`config.mk`:
```
export PLATFORM = sky130hd
export DESIGN_NAME = hci_host_cmd
export DESIGN_NICKNAME = d
export VERILOG_FILES = /design/src/core/hci_pkg.sv /design/src/core/hci_host_cmd.sv /design/src/core/hci_sync.sv
export SDC_FILE = /design/constraint.sdc
export NUM_CORES = 1
export LEC_CHECK = 0
export BUFFER_PORTS_ARGS = -buffer_cell sky130_fd_sc_hd__buf_2
export CAP_MARGIN = 15
export CORE_MARGIN = 2
export CORE_UTILIZATION = 45
export CTS_BUF_LIST = sky130_fd_sc_hd__clkbuf_8
export CTS_CLUSTER_DIAMETER = 30
export DETAILED_ROUTE_END_ITERATION = 10
export PLACE_DENSITY = 0.72
export SLEW_MARGIN = 5
export SYNTH_ARGS = -nofsm -noshare
export SYNTH_HDL_FRONTEND = slang
export SYNTH_SLANG_ARGS = --single-unit
```
`constraint.sdc`:
```
create_clock -name clock -period 6.6 [get_ports clock]
set_clock_uncertainty 0.2 [all_clocks]
set_input_delay 0.33 -clock clock [delete_from_list [all_inputs] [get_ports clock]]
set_output_delay 0.33 -clock clock [all_outputs]
set_load 0.01 [all_outputs]
```
`src/core/hci_pkg.sv`:
```
// constants and types shared by the host command interpreter
package hci_pkg;
   // decoded function groups on address bits 17:16
   localparam logic [1:0] GRP_MEM = 2'h0;
   localparam logic [1:0] GRP_PORT = 2'h1;
   localparam logic [1:0] GRP_CPU = 2'h2;
   localparam logic [1:0] GRP_DIAG = 2'h3;
   // field positions in the host address
   localparam int ADDR_W = 18;
   localparam int GRP_HI = 17;
   localparam int GRP_LO = 16;
   localparam int WORD_HI = 15;
   localparam int CODE_HI = 2;
   // cpu group codes
   localparam logic [2:0] CPU_HALT = 3'h1;
   localparam logic [2:0] CPU_RUN = 3'h2;
   localparam logic [2:0] CPU_STEP = 3'h3;
   localparam logic [2:0] CPU_STEPC = 3'h4;
   localparam logic [2:0] CPU_STEPD = 3'h5;
   localparam logic [2:0] CPU_IRQ = 3'h6;
   localparam logic [2:0] CPU_RESET = 3'h7;
   // diagnostic group codes
   localparam logic [2:0] DG_LDPIPE = 3'h1;
   localparam logic [2:0] DG_LDOPC = 3'h2;
   localparam logic [2:0] DG_LDSTORE = 3'h3;
   localparam logic [2:0] DG_LDINIT = 3'h4;
   localparam logic [2:0] DG_CAPTURE = 3'h5;
   localparam logic [2:0] DG_SHSTORE = 3'h6;
   localparam logic [2:0] DG_SHOPC = 3'h7;
   // timing in cycles
   localparam logic [3:0] MEM_CYCLES = 4'h2;   // host memory/port access
   localparam logic [3:0] STORE_CYCLES = 4'h4; // store write sequence
   localparam int NIB_W = 4;                   // nibble count field width
   localparam int PORT_W = 32;
   localparam int SHIFT_CNT_W = 6;
   localparam logic [PORT_W-1:0] PORT_RESET = 32'h0000_0000;
   typedef enum logic [2:0] {
      ST_IDLE = 3'b000,
      ST_DECODE = 3'b001,
      ST_EXEC = 3'b010,
      ST_DONE = 3'b011,
      ST_TRAP = 3'b100
   } hci_state_t;
endpackage

```
`src/core/hci_host_cmd.sv`:
```
// host command interpreter: decodes host accesses and drives cpu control
// Summary of operation
// RULE_01 - bits 17:16 00 memory word by bits 15:0; 01 diagnostic port
// RULE_02 - on access: stop cpu clocks, drop cpu buffers, enable transceivers; code enables transceivers only for groups 00 and 01
// RULE_03 - host write-enable level chooses read or write of selected word
// RULE_04 - group 10: illegal, halt, run, steps all/ctrl/data, irq, reset
// RULE_05 - group 11 codes: illegal, loads, capture, shift store, shift opcode
// RULE_06 - halt stops clocks until run; single steps override it briefly
// RULE_07 - run lets the system clocks run freely
// RULE_08 - single step cycles all clocks once; gated clocks keep own enables
// RULE_09 - control step pulses only control-section clocks once
// RULE_10 - data step pulses only data-section clocks once
// RULE_11 - interrupt command sets a request input of the interrupt controller
// RULE_12 - reset command asserts system reset and steps ungated clocks
// RULE_13 - load pipeline clocks pipeline and store port once, forced load
// RULE_14 - load opcode clocks opcode, operand, status, base regs from chain
// RULE_15 - load store runs a cycle sequence writing chain data into store
// RULE_16 - load init loads only the store initialize registers
// RULE_17 - capture copies every pipeline register into its chain element
// RULE_18 - shift store chain exchanges port bits with store chain
// RULE_19 - shift opcode chain exchanges port bits with opcode chain
// RULE_20 - host never issues an illegal code; controller then hangs
// RULE_21 - ready low until done, high until deselect, then restore and idle
// RULE_22 - host holds select until ready; host inputs are synchronised
// RULE_23 - shift commands carry a nibble count for partial shifts
`timescale 1ns/100ps
`default_nettype none
module hci_host_cmd
   import hci_pkg::*;
(
   input wire logic clock,
   input wire logic rst_b,
   // host side, asynchronous
   input wire logic hostSelect,
   input wire logic hostWriteEn,
   input wire logic [hci_pkg::ADDR_W-1:0] hostAddr,
   input wire logic [hci_pkg::NIB_W-1:0] hostNibbles,
   input wire logic [hci_pkg::PORT_W-1:0] hostDataIn,
   output logic [hci_pkg::PORT_W-1:0] hostDataOut,
   output logic host_wait_release,
   // internal bus ownership
   output logic xcvrEnable,
   output logic cpuBufEnable,
   output logic memEnable,
   output logic memWriteEn,
   output logic [hci_pkg::WORD_HI:0] mem_addr_bus,
   output logic [hci_pkg::PORT_W-1:0] memWriteData,
   input wire logic [hci_pkg::PORT_W-1:0] mem_data_bus,
   // clock control to the processor
   output logic sysClockRun,
   output logic ctrlClockPulse,
   output logic dataClockPulse,
   output logic ungatedOnly,
   output logic forceGated,
   output logic sysReset,
   output logic irqRequest,
   // shadow chain control
   output logic shadowForceLoad,
   output logic pipeLoadClk,
   output logic opcLoadClk,
   output logic storeWrite,
   output logic storeInitLoad,
   output logic shadowCapture,
   output logic storeChainClk,
   output logic opcChainClk,
   output logic chainBitOut,
   input wire logic storeChainBitIn,
   input wire logic opcChainBitIn
);
   localparam int SYNC_W = ADDR_W + NIB_W + PORT_W + 2;

   hci_state_t state, next_state;
   logic [SYNC_W-1:0] syncBus;
   logic selS, weS;
   logic [ADDR_W-1:0] addrS;
   logic [NIB_W-1:0] nibS;
   logic [PORT_W-1:0] dinS;
   logic halted;
   logic [SHIFT_CNT_W-1:0] count;
   logic [PORT_W-1:0] portReg;
   logic [ADDR_W-1:0] cmdAddr;
   logic cmdWe;

   // every host input crosses two flip-flops before use
   hci_sync #(.W(SYNC_W)) u_sync (  // see RULE_22
      .clock(clock),
      .rst_b(rst_b),
      .async_in({hostSelect, hostWriteEn, hostAddr, hostNibbles, hostDataIn}),
      .sync_out(syncBus)
   );
   assign {selS, weS, addrS, nibS, dinS} = syncBus;

   // command decode on the latched address
   wire [1:0] grp = cmdAddr[GRP_HI:GRP_LO];  // see RULE_01
   wire [2:0] code = cmdAddr[CODE_HI:0];
   wire isMem = grp == GRP_MEM;
   wire isPort = grp == GRP_PORT;
   wire isCpu = grp == GRP_CPU;  // see RULE_04
   wire isDiag = grp == GRP_DIAG;  // see RULE_05
   wire isIllegal = (isCpu || isDiag) && code == 3'h0;
   wire isShift = isDiag && (code == DG_SHSTORE || code == DG_SHOPC);
   wire isStore = isDiag && code == DG_LDSTORE;
   wire execOn = state == ST_EXEC;
   wire firstExec = execOn && count == '0;
   // nibble count zero stands for a full 32-bit port shift
   wire [SHIFT_CNT_W-1:0] shiftLen = (nibS == '0) ? SHIFT_CNT_W'(PORT_W)
      : SHIFT_CNT_W'({nibS, 2'b00});  // see RULE_23
   wire [SHIFT_CNT_W-1:0] lastCount = isShift ? shiftLen - 1'b1
      : isStore ? SHIFT_CNT_W'(STORE_CYCLES - 1'b1)
      : (isMem || isPort) ? SHIFT_CNT_W'(MEM_CYCLES - 1'b1)
      : '0;
   wire execLast = execOn && count == lastCount;
   wire chainIn = (code == DG_SHSTORE) ? storeChainBitIn : opcChainBitIn;

   // sequencer: idle, decode, execute, hold ready, illegal trap
   always_comb begin
      next_state = state;
      case (state)
         ST_IDLE: if (selS) next_state = ST_DECODE;
         ST_DECODE: next_state = isIllegal ? ST_TRAP : ST_EXEC;
         ST_EXEC: if (execLast) next_state = ST_DONE;
         ST_DONE: if (!selS) next_state = ST_IDLE;  // see RULE_21
         ST_TRAP: next_state = ST_TRAP;  // deliberate hang, see RULE_20
         default: next_state = ST_IDLE;
      endcase
   end

   always_ff @(posedge clock) begin
      if (!rst_b) begin
         state <= ST_IDLE;
      end else begin
         state <= next_state;
      end
   end

   // latch command at selection so host bits may settle meanwhile
   always_ff @(posedge clock) begin
      if (!rst_b) begin
         cmdAddr <= '0;
         cmdWe <= 1'b0;
      end else if (state == ST_IDLE && selS) begin
         cmdAddr <= addrS;
         cmdWe <= weS;  // see RULE_03
      end
   end

   // cycle counter within execute
   always_ff @(posedge clock) begin
      if (!rst_b) begin
         count <= '0;
      end else if (execOn && !execLast) begin
         count <= count + 1'b1;
      end else begin
         count <= '0;
      end
   end

   // halt mode flag, persistent across transactions
   always_ff @(posedge clock) begin
      if (!rst_b) begin
         halted <= 1'b0;
      end else if (firstExec && isCpu && code == CPU_HALT) begin
         halted <= 1'b1;  // see RULE_06
      end else if (firstExec && isCpu && code == CPU_RUN) begin
         halted <= 1'b0;  // see RULE_07
      end
   end

   // port register: host load, read-back, chain exchange
   always_ff @(posedge clock) begin
      if (!rst_b) begin
         portReg <= PORT_RESET;
      end else if (firstExec && isPort && cmdWe) begin
         portReg <= dinS;
      end else if (execOn && isShift) begin
         portReg <= {chainIn, portReg[PORT_W-1:1]};  // see RULE_18, RULE_19
      end
   end

   // data returned to host comes from a register
   always_ff @(posedge clock) begin
      if (!rst_b) begin
         hostDataOut <= '0;
         memWriteData <= '0;
      end else if (firstExec && isMem) begin
         hostDataOut <= mem_data_bus;
         memWriteData <= dinS;
      end else if (execLast && isPort) begin
         hostDataOut <= portReg;
      end
   end

   // bus ownership follows the transaction; transceivers enable only for memory or port commands
   wire owned = state != ST_IDLE && state != ST_DECODE;
   assign xcvrEnable = owned && (isMem || isPort);  // see RULE_02
   assign cpuBufEnable = !owned;  // see RULE_02
   assign memEnable = execOn && isMem;
   assign memWriteEn = execOn && isMem && cmdWe && count == lastCount;
   assign mem_addr_bus = cmdAddr[WORD_HI:0];  // see RULE_01
   assign host_wait_release = state == ST_DONE;  // see RULE_21

   // free-run clock: stopped while halted or while the host owns the bus
   assign sysClockRun = !halted && !owned;  // see RULE_02, RULE_06, RULE_21
   wire stepAll = firstExec && isCpu && code == CPU_STEP;  // see RULE_08
   wire stepRst = firstExec && isCpu && code == CPU_RESET;
   assign ctrlClockPulse = stepAll || stepRst
      || (firstExec && isCpu && code == CPU_STEPC);  // see RULE_09
   assign dataClockPulse = stepAll || stepRst
      || (firstExec && isCpu && code == CPU_STEPD);  // see RULE_10
   // gated clocks follow their own enables; only reset restricts to ungated
   assign forceGated = 1'b0;  // see RULE_08
   assign ungatedOnly = stepRst;  // see RULE_12
   assign sysReset = execOn && isCpu && code == CPU_RESET;  // see RULE_12
   assign irqRequest = firstExec && isCpu && code == CPU_IRQ;  // see RULE_11

   // diagnostic chain strobes
   wire dg = execOn && isDiag;
   assign pipeLoadClk = dg && code == DG_LDPIPE;  // see RULE_13
   assign opcLoadClk = dg && code == DG_LDOPC;  // see RULE_14
   assign shadowForceLoad = pipeLoadClk || opcLoadClk;
   assign storeWrite = dg && code == DG_LDSTORE;  // see RULE_15
   assign storeInitLoad = dg && code == DG_LDINIT;  // see RULE_16
   assign shadowCapture = dg && code == DG_CAPTURE;  // see RULE_17
   assign storeChainClk = dg && code == DG_SHSTORE;  // see RULE_18
   assign opcChainClk = dg && code == DG_SHOPC;  // see RULE_19
   assign chainBitOut = portReg[0];

   // ready only after execution completes, and drops once deselected
   chk_ready_after_exec: assert property (  // see RULE_21
      @(posedge clock) disable iff (!rst_b)
      $rose(host_wait_release) |-> $past(execLast))
      else $error("ready rose without completion");
   chk_ready_drop: assert property (  // see RULE_21
      @(posedge clock) disable iff (!rst_b)
      host_wait_release && !selS |=> !host_wait_release ##1 cpuBufEnable)
      else $error("ready not released after deselect");
   // ready must stay low while the command is still being worked on
   chk_wait_held: assert property (  // see RULE_21
      @(posedge clock) disable iff (!rst_b)
      execOn || state == ST_DECODE |-> !host_wait_release)
      else $error("ready high before completion");
   chk_bus_swap: assert property (  // see RULE_02
      @(posedge clock) disable iff (!rst_b)
      xcvrEnable |-> !cpuBufEnable && !sysClockRun)
      else $error("transceivers and cpu buffers overlap");
   // a memory or port access owns the bus for its whole execution
   chk_bus_taken: assert property (  // see RULE_02
      @(posedge clock) disable iff (!rst_b)
      execOn && (isMem || isPort) |-> xcvrEnable && !cpuBufEnable)
      else $error("host access without bus ownership");
   chk_halt_hold: assert property (  // see RULE_06
      @(posedge clock) disable iff (!rst_b)
      halted && !(firstExec && isCpu && code == CPU_RUN) |=> halted)
      else $error("halt lost without run");
   chk_halt_stops: assert property (  // see RULE_06
      @(posedge clock) disable iff (!rst_b)
      halted |-> !sysClockRun)
      else $error("free clock running while halted");
   chk_run_frees: assert property (  // see RULE_07
      @(posedge clock) disable iff (!rst_b)
      firstExec && isCpu && code == CPU_RUN |=> !halted)
      else $error("run did not clear halt");
   chk_ctrl_only: assert property (  // see RULE_09
      @(posedge clock) disable iff (!rst_b)
      firstExec && isCpu && code == CPU_STEPC |-> ctrlClockPulse
      && !dataClockPulse)
      else $error("control step touched data section");
   chk_data_only: assert property (  // see RULE_10
      @(posedge clock) disable iff (!rst_b)
      firstExec && isCpu && code == CPU_STEPD |-> dataClockPulse
      && !ctrlClockPulse)
      else $error("data step touched control section");
   chk_step_once: assert property (  // see RULE_08
      @(posedge clock) disable iff (!rst_b)
      ctrlClockPulse |=> !ctrlClockPulse)
      else $error("step pulse longer than one cycle");
   chk_step_all: assert property (  // see RULE_08
      @(posedge clock) disable iff (!rst_b)
      stepAll |-> ctrlClockPulse && dataClockPulse && !forceGated
      && !ungatedOnly)
      else $error("single step did not pulse both sections");
   // reset command: reset line together with one ungated step
   chk_reset_step: assert property (  // see RULE_12
      @(posedge clock) disable iff (!rst_b)
      sysReset |-> ungatedOnly && ctrlClockPulse && dataClockPulse)
      else $error("reset without ungated clock step");
   chk_irq_pulse: assert property (  // see RULE_11
      @(posedge clock) disable iff (!rst_b)
      irqRequest |=> !irqRequest)
      else $error("interrupt request longer than one cycle");
   // forced loads are single-cycle strobes, else the chain gets loaded twice
   chk_load_once: assert property (  // see RULE_13, RULE_14
      @(posedge clock) disable iff (!rst_b)
      pipeLoadClk || opcLoadClk |-> shadowForceLoad
      ##1 !(pipeLoadClk || opcLoadClk))
      else $error("forced load not a single cycle");
   // store write sequence lasts exactly the four store cycles
   chk_store_seq: assert property (  // see RULE_15
      @(posedge clock) disable iff (!rst_b)
      $rose(storeWrite) |-> storeWrite[*4] ##1 !storeWrite)
      else $error("store write sequence length wrong");
   // a one-nibble shift clocks its chain exactly four times, then stops
   chk_shift_len: assert property (  // see RULE_23
      @(posedge clock) disable iff (!rst_b)
      $rose(execOn) && isShift && nibS == 4'h1
      |-> (storeChainClk || opcChainClk)[*4]
      ##1 !(storeChainClk || opcChainClk))
      else $error("shift length wrong");
endmodule
`default_nettype wire

```
`src/core/hci_sync.sv`:
```
// two flip-flop synchroniser for a bundle of host inputs
`timescale 1ns/100ps
`default_nettype none
module hci_sync #(
   parameter int W = 1
) (
   input wire logic clock,
   input wire logic rst_b,
   input wire logic [W-1:0] async_in,
   output logic [W-1:0] sync_out
);
   logic [W-1:0] meta;
   // first stage feeds only the second stage
   always_ff @(posedge clock) begin
      if (!rst_b) begin
         meta <= '0;
         sync_out <= '0;
      end else begin
         meta <= async_in;
         sync_out <= meta;
      end
   end
endmodule
`default_nettype wire

```
# ---- Word-level counts from Yosys, hierarchy flattened
# Cells that the tools add are included.
# Widths: inputs -> output; s select.
dict set report classes {
  add_sub_neg 2
  multipliers 0
  div_mod_pow 0
  magnitude_cmp 0
  eq_ne 19
  n_shift 0
  n_mux 16
  bitwise 0
  n_reduce_logical 57
}
# operator n
set op_table {}
lappend op_table {{$mux 32} 4}
lappend op_table {{$logic_and 1x1->1} 36}
lappend op_table {{$eq 3x3->1 const B} 5}
lappend op_table {{$pmux 3 s5} 1}
lappend op_table {{$eq 3x2->1 const B} 4}
lappend op_table {{$mux 3} 4}
lappend op_table {{$mux 6} 2}
lappend op_table {{$logic_or 1x1->1} 7}
lappend op_table {{$add 6x1->6 const B} 1}
lappend op_table {{$eq 3x1->1 const B} 2}
lappend op_table {{$eq 6x6->1} 1}
lappend op_table {{$logic_not 3->1} 2}
lappend op_table {{$logic_not 6->1} 1}
lappend op_table {{$reduce_bool 2->1} 3}
lappend op_table {{$sub 6x1->6 const B} 1}
lappend op_table {{$eq 2x2->1 const B} 2}
lappend op_table {{$logic_not 4->1} 1}
lappend op_table {{$mux 1} 4}
lappend op_table {{$ne 2x1->1 const B} 2}
lappend op_table {{$logic_not 1->1} 3}
lappend op_table {{$ne 3x1->1 const B} 1}
lappend op_table {{$reduce_and 3->1} 1}
lappend op_table {{$reduce_bool 3->1} 1}
lappend op_table {{$eq 2x1->1 const B} 1}
lappend op_table {{other kinds (4)} 4}
dict set report totals {
  ff_bits 237
  latch_bits 0
  mem_bits_rw 0
  rom_bits 0
  input_bits 92
  output_inout_bits 101
  wordCells 104
  mem_count 0
}

# ---- Depth between registers and ports, before layout
dict set report logic_depth {
  depth_word 10
  depth_mapped 9
  ltp_nobuf 8
}

# ---- Modules after synthesis
# From an unflattened synthesis, not the netlist that was laid out.
dict set report unflattened {
  hier_cells 917
  area_unflattened_um2 8836.0
}
# mod instances cells_each area_per_inst_um2
set by_module_without_submodules {}
lappend by_module_without_submodules {hci_host_cmd 1 681 5776.8}
lappend by_module_without_submodules {hci_sync 1 236 3059.2}

# ---- Worst setup path before layout
# Ideal clock, no wire load.
dict set report synth_path {
  path_kind {register -> register}
  start {register u_sync.sync_out[32]}
  end {register hostDataOut[6] in the netlist's numbering}
  arrival_time_ps 2151
  required_time_ps 6281
  path_slack_ps 4131
  stages_incl_launch_ff 10
  n_path_buf 1
  path_cell_list {dfxtp_1 > inv_1 > ha_1 > or3b_1 > a21oi_1 > xor2_1 > nor4_4 > a31oi_2 > buf_6 > o221a_2}
}
dict set report synth_via {
  elab_chain_cells 8
}
# element line
set synth_rtl {}
lappend synth_rtl {{from (decl)} hci_sync.sv:10} ;# output logic [W-1:0] sync_out
lappend synth_rtl {{from (signal assigned)} hci_sync.sv:20} ;# sync_out <= meta;
lappend synth_rtl {{$logic_not 4->1} hci_host_cmd.sv:106} ;# wire [SHIFT_CNT_W-1:0] shiftLen = (nibS == '0) ? SHIFT_CNT_W'(PORT_W)
lappend synth_rtl {{$mux 6 (*)} hci_host_cmd.sv:106}
lappend synth_rtl {{$sub 6x1->6 (*)} hci_host_cmd.sv:108} ;# wire [SHIFT_CNT_W-1:0] lastCount = isShift ? shiftLen - 1'b1
lappend synth_rtl {{$mux 6 (*)} hci_host_cmd.sv:108}
lappend synth_rtl {{$eq 6x6->1 (*)} hci_host_cmd.sv:112} ;# wire execLast = execOn && count == lastCount;
lappend synth_rtl {{$logic_and 1x1->1 (*)} hci_host_cmd.sv:112}
lappend synth_rtl {{$logic_and 1x1->1 (*)} hci_host_cmd.sv:188} ;# end else if (execLast && isPort) begin
lappend synth_rtl {{$reduce_bool 2->1 (no source line) (*)} n/a}
lappend synth_rtl {{to (signal assigned)} hci_host_cmd.sv:186} ;# hostDataOut <= mem_data_bus;
lappend synth_rtl {{to (signal assigned)} hci_host_cmd.sv:189} ;# hostDataOut <= portReg;
lappend synth_rtl {{to (decl)} hci_host_cmd.sv:39} ;# output logic [hci_pkg::PORT_W-1:0] hostDataOut,
# Mark *: on every way between the ends. The rest lies on a longest branch, timed or not.
# A chain may end at the register's enable or synchronous reset.

# ---- Worst setup path in the final report
dict set report layout_path {
  start {register u_sync.sync_out[32]}
  end {output memWriteEn}
}
dict set report layout_via {
  elab_chain_cells 6
}
# element line
set layout_rtl {}
lappend layout_rtl {{$logic_not 4->1} hci_host_cmd.sv:106}
lappend layout_rtl {{$mux 6 (*)} hci_host_cmd.sv:106}
lappend layout_rtl {{$sub 6x1->6 (*)} hci_host_cmd.sv:108}
lappend layout_rtl {{$mux 6 (*)} hci_host_cmd.sv:108}
lappend layout_rtl {{$eq 6x6->1 (*)} hci_host_cmd.sv:198} ;# assign memWriteEn = execOn && isMem && cmdWe && count == lastCount;
lappend layout_rtl {{$logic_and 1x1->1 (*)} hci_host_cmd.sv:198}
lappend layout_rtl {{to (decl)} hci_host_cmd.sv:45} ;# output logic memWriteEn,
# Marked as above.

==> out/metrics.csv <==
stage,metric,value,unit
status,outcome,"finished, final reports clean",
synth,ys_seq_elements,237,
min_path,min_from,mem_data_bus[12],
sta,fin_tns_setup,0,ns
floorplan,start_util,45.54,%
grt,grt_pass1_wl,31.43,mm
floorplan,die_y,143.7,microns
synth,synthesis.nets,1013,
route,vias,6813,
synth,synth_edf_count,0,
place,pre_cts_ws,3.473,ns
synth,synth_area_per_cell,9.560,sq um
critical_path,cp.required,6.07,ns
route,wl_met1,9.914,mm
synth,synth.area.top_cells,"dfxtp_1 54%, and2_1 8.6%, nand2_1 6.2%",
pwr,total_power,3293,uW
min_path,min_path_cells,4,
place,dp_hpwl,12.57,mm
pwr,leakagePower,0.005009,uW
critical_path,r2r_slack,3.42,ns
grt,antenna_found_initial,0,
sta,fmax,0.3091,GHz
floorplan,fp.dieW,143.7,microns
pwr,powerDensity,285.2,nW/um^2
synth,synth.most_common_cell,dfxtp_1,
critical_path,rr_worst_depth,6,
clocking,cts_tree,built,
synth,synth_top_area_cell,dfxtp_1,
synth,seq_area_frac_synth,54.06,%
clocking,cts_buffers,45,
min_path,hp-class,in -> reg,
grt,overflow,0,
synth,synth_flop_cell,dfxtp_1,
sta,period_share,49.02,%
route,drt_iter0_markers,384,
critical_path,worstPathArrival,2.71,ns
grt,grt_max_degree,126,
finish,syn2layout_area_growth,31.58,%
synth,ys_warn_count,0,
route,routedWlPerCell,13.94,microns
place,portBuffers,191,
place,place_congestion,0.7978,
synth,synth_area,8776,sq um
pwr,peakVddDrop,197.8,uV
critical_path,crit_type,reg -> out,
synth,synth_commonest_cells,"237 x dfxtp_1, 144 x nand2_1, 120 x and2_1",
route,drtPass1Iterations,6,
synth,async_flop_share,0,%
clocking,clk_pin_slew,0.06,ns
sta,finalSetupViolCount,0,
floorplan,core_area,19270,sq um
route,dr.max_layer_used,met4,
sta,layout_min_cycle_time,3.235,ns
clocking,cts.path.max_buffers,3,
synth,synth_cell_types,56,
clocking,cts_max_level,2,
sta,rsz0062_at_grt,false,
route,wl_met3,1.077,mm
sta,tightest_slew,0.9462,ns
route,antenna_left,0,
critical_path,r2r_end,hostDataOut[12]$_SDFFE_PN0P_,
finish,diodes,0,
clocking,root_buffer,clkbuf_8,
grt,grtUsageTotal,19.16,%
sta,worst_slack,3.365,ns
critical_path,timing.rr.start,state[1]$_SDFFE_PN0P_,
finish,layout.nets,1260,
finish,finalInstanceArea,11550,sq um
route,viasPerCell,4.647,
route,wl_met2,8.828,mm
critical_path,endpoint_kind,output port,
sta,finalHoldViolCount,0,
clocking,clk_latency,0.58,ns
floorplan,die_area,20640,sq um
finish,drive_gt1_share,24.56,%
synth,synth_cells,918,
critical_path,worst_setup_path_start_kind,register,
synth,yosysTopAreaCellShare,54.06,%
place,post_dp_cell_area,9681,sq um
sta,maxSlewViolCount,0,
floorplan,pin_count,193,
route,drc,0,
grt,grt_pass1_vias,6352,
route,wirelength,20.43,mm
critical_path,crit_path_max_fanout,5,
job,drv_cap,0,
finish,n_fill_cell,1644,
min_path,min_to,hostDataOut[12]$_SDFFE_PN0P_,
sta,max-slew-margin-rel,36.92,%
clocking,clock_sinks,237,
floorplan,fp-row-count,51,
[per-stage QoR]
stage,hold WS [ns],instances,util [%]
2_1_floorplan,0.2119,918,-
3_3_place_gp,0.2130,1300,50.23
3_5_place_dp,0.2177,1300,50.23
4_1_cts,0.01288,1466,59.92
5_1_grt,0.02988,1466,59.92
6_report,0.04107,1466,59.92
[worst max path at each step]
stage,start,to,slack [ns],depth (start not counted)
CTS,u_sync.sync_out[32]$_SDFF_PN0_,memWriteEn,3.31,8
floorplan,u_sync.sync_out[32]$_SDFF_PN0_,hostDataOut[6]$_SDFFE_PN0P_,4.13,9
global route,count[3]$_SDFF_PN0_,hostDataOut[30]$_SDFFE_PN0P_,3.21,6
finish,u_sync.sync_out[32]$_SDFF_PN0_,memWriteEn,3.36,8
detailed placement,state[1]$_SDFFE_PN0P_,hostDataOut[24]$_SDFFE_PN0P_,3.47,6
global placement,count[3]$_SDFF_PN0_,hostDataOut[30]$_SDFFE_PN0P_,3.56,6
[worst max-delay path, cell delays in order (launching register included)]
cell	delay, ns
dfxtp_1	0.32
inv_1	0.07
ha_1	0.24
or3b_1	0.37
a21oi_1	0.19
xor2_1	0.13
nor4_4	0.42
and4_1	0.26
buf_2	0.14
[what timing repair did]
item                      in CTS  in global routing
gates resized for setup        0                  0
hold endpoints to repair      83                  0
hold buffers                  83                  0
buffers inserted               0                  0
[per-layer routing]
metal / up-vias / track usage [%]
met5: - / 0
met4: 0 / 8.669
met3: 48 / 4.965
met2: 169 / 28.95
met1: 3062 / 25.79
li1: 3534 / -
[sequential cells by signal, indices dropped and copies added (netlist names)]
name             count
portReg             32
u_sync.meta         56
cmdWe                1
hostDataOut         32
cmdAddr             18
halted               1
state                3
u_sync.sync_out     56
count                6
memWriteData        32
[cell usage in the layout, fill, tap and decap left out, types with 11 or more instances in the layout]
master	count
nor2_1	106
a21boi_0	53
inv_1	14
nand2_1	143
and2_1	119
clkbuf_8	54
dlygate4sd3_1	83
a21boi_1	20
dfxtp_1	237
buf_2	190
mux2i_1	11
o221a_1	22
a22oi_1	21
[cell families after synthesis]
group | count (synthesis) | synth area share, %
other | 1 | 0.04273
muxes | 13 | 1.511
buffers and inverters | 87 | 5.318
DFF | 237 | 54.06
xor gates and xnor gates | 10 | 1.169
and+or+nand+nor | 410 | 22.57
adders and majority gates | 3 | 0.4278
AOI/OAI and AO/OA | 157 | 14.90
[where the power goes]
| part | switching (uW) | leakage, uW | total, uW | internal (uW) |
|---|---|---|---|---|
| Clock | 654 | 0.000532 | 1580 | 924 |
| Combinational | 99.6 | 0.00254 | 211 | 111 |
| Sequential | 24.2 | 0.00194 | 1510 | 1480 |
| Total | 777 | 0.00501 | 3290 | 2520 |
[cell type report]
| type | count | area [sq um] | area share, % |
|---|---|---|---|
| flip-flops and latches | 237 | 4745 | 41.09 |
| multi-input cells | 594 | 3571 | 30.92 |
| repair buffers | 280 | 1838 | 15.92 |
| clock buffers | 54 | 743.2 | 6.436 |
| well taps | 265 | 331.6 | 2.871 |
| clock inverters | 29 | 292.8 | 2.535 |
| inverters | 7 | 26.28 | 0.2275 |
No activity file was read; power rests on OpenSTA's default activity.
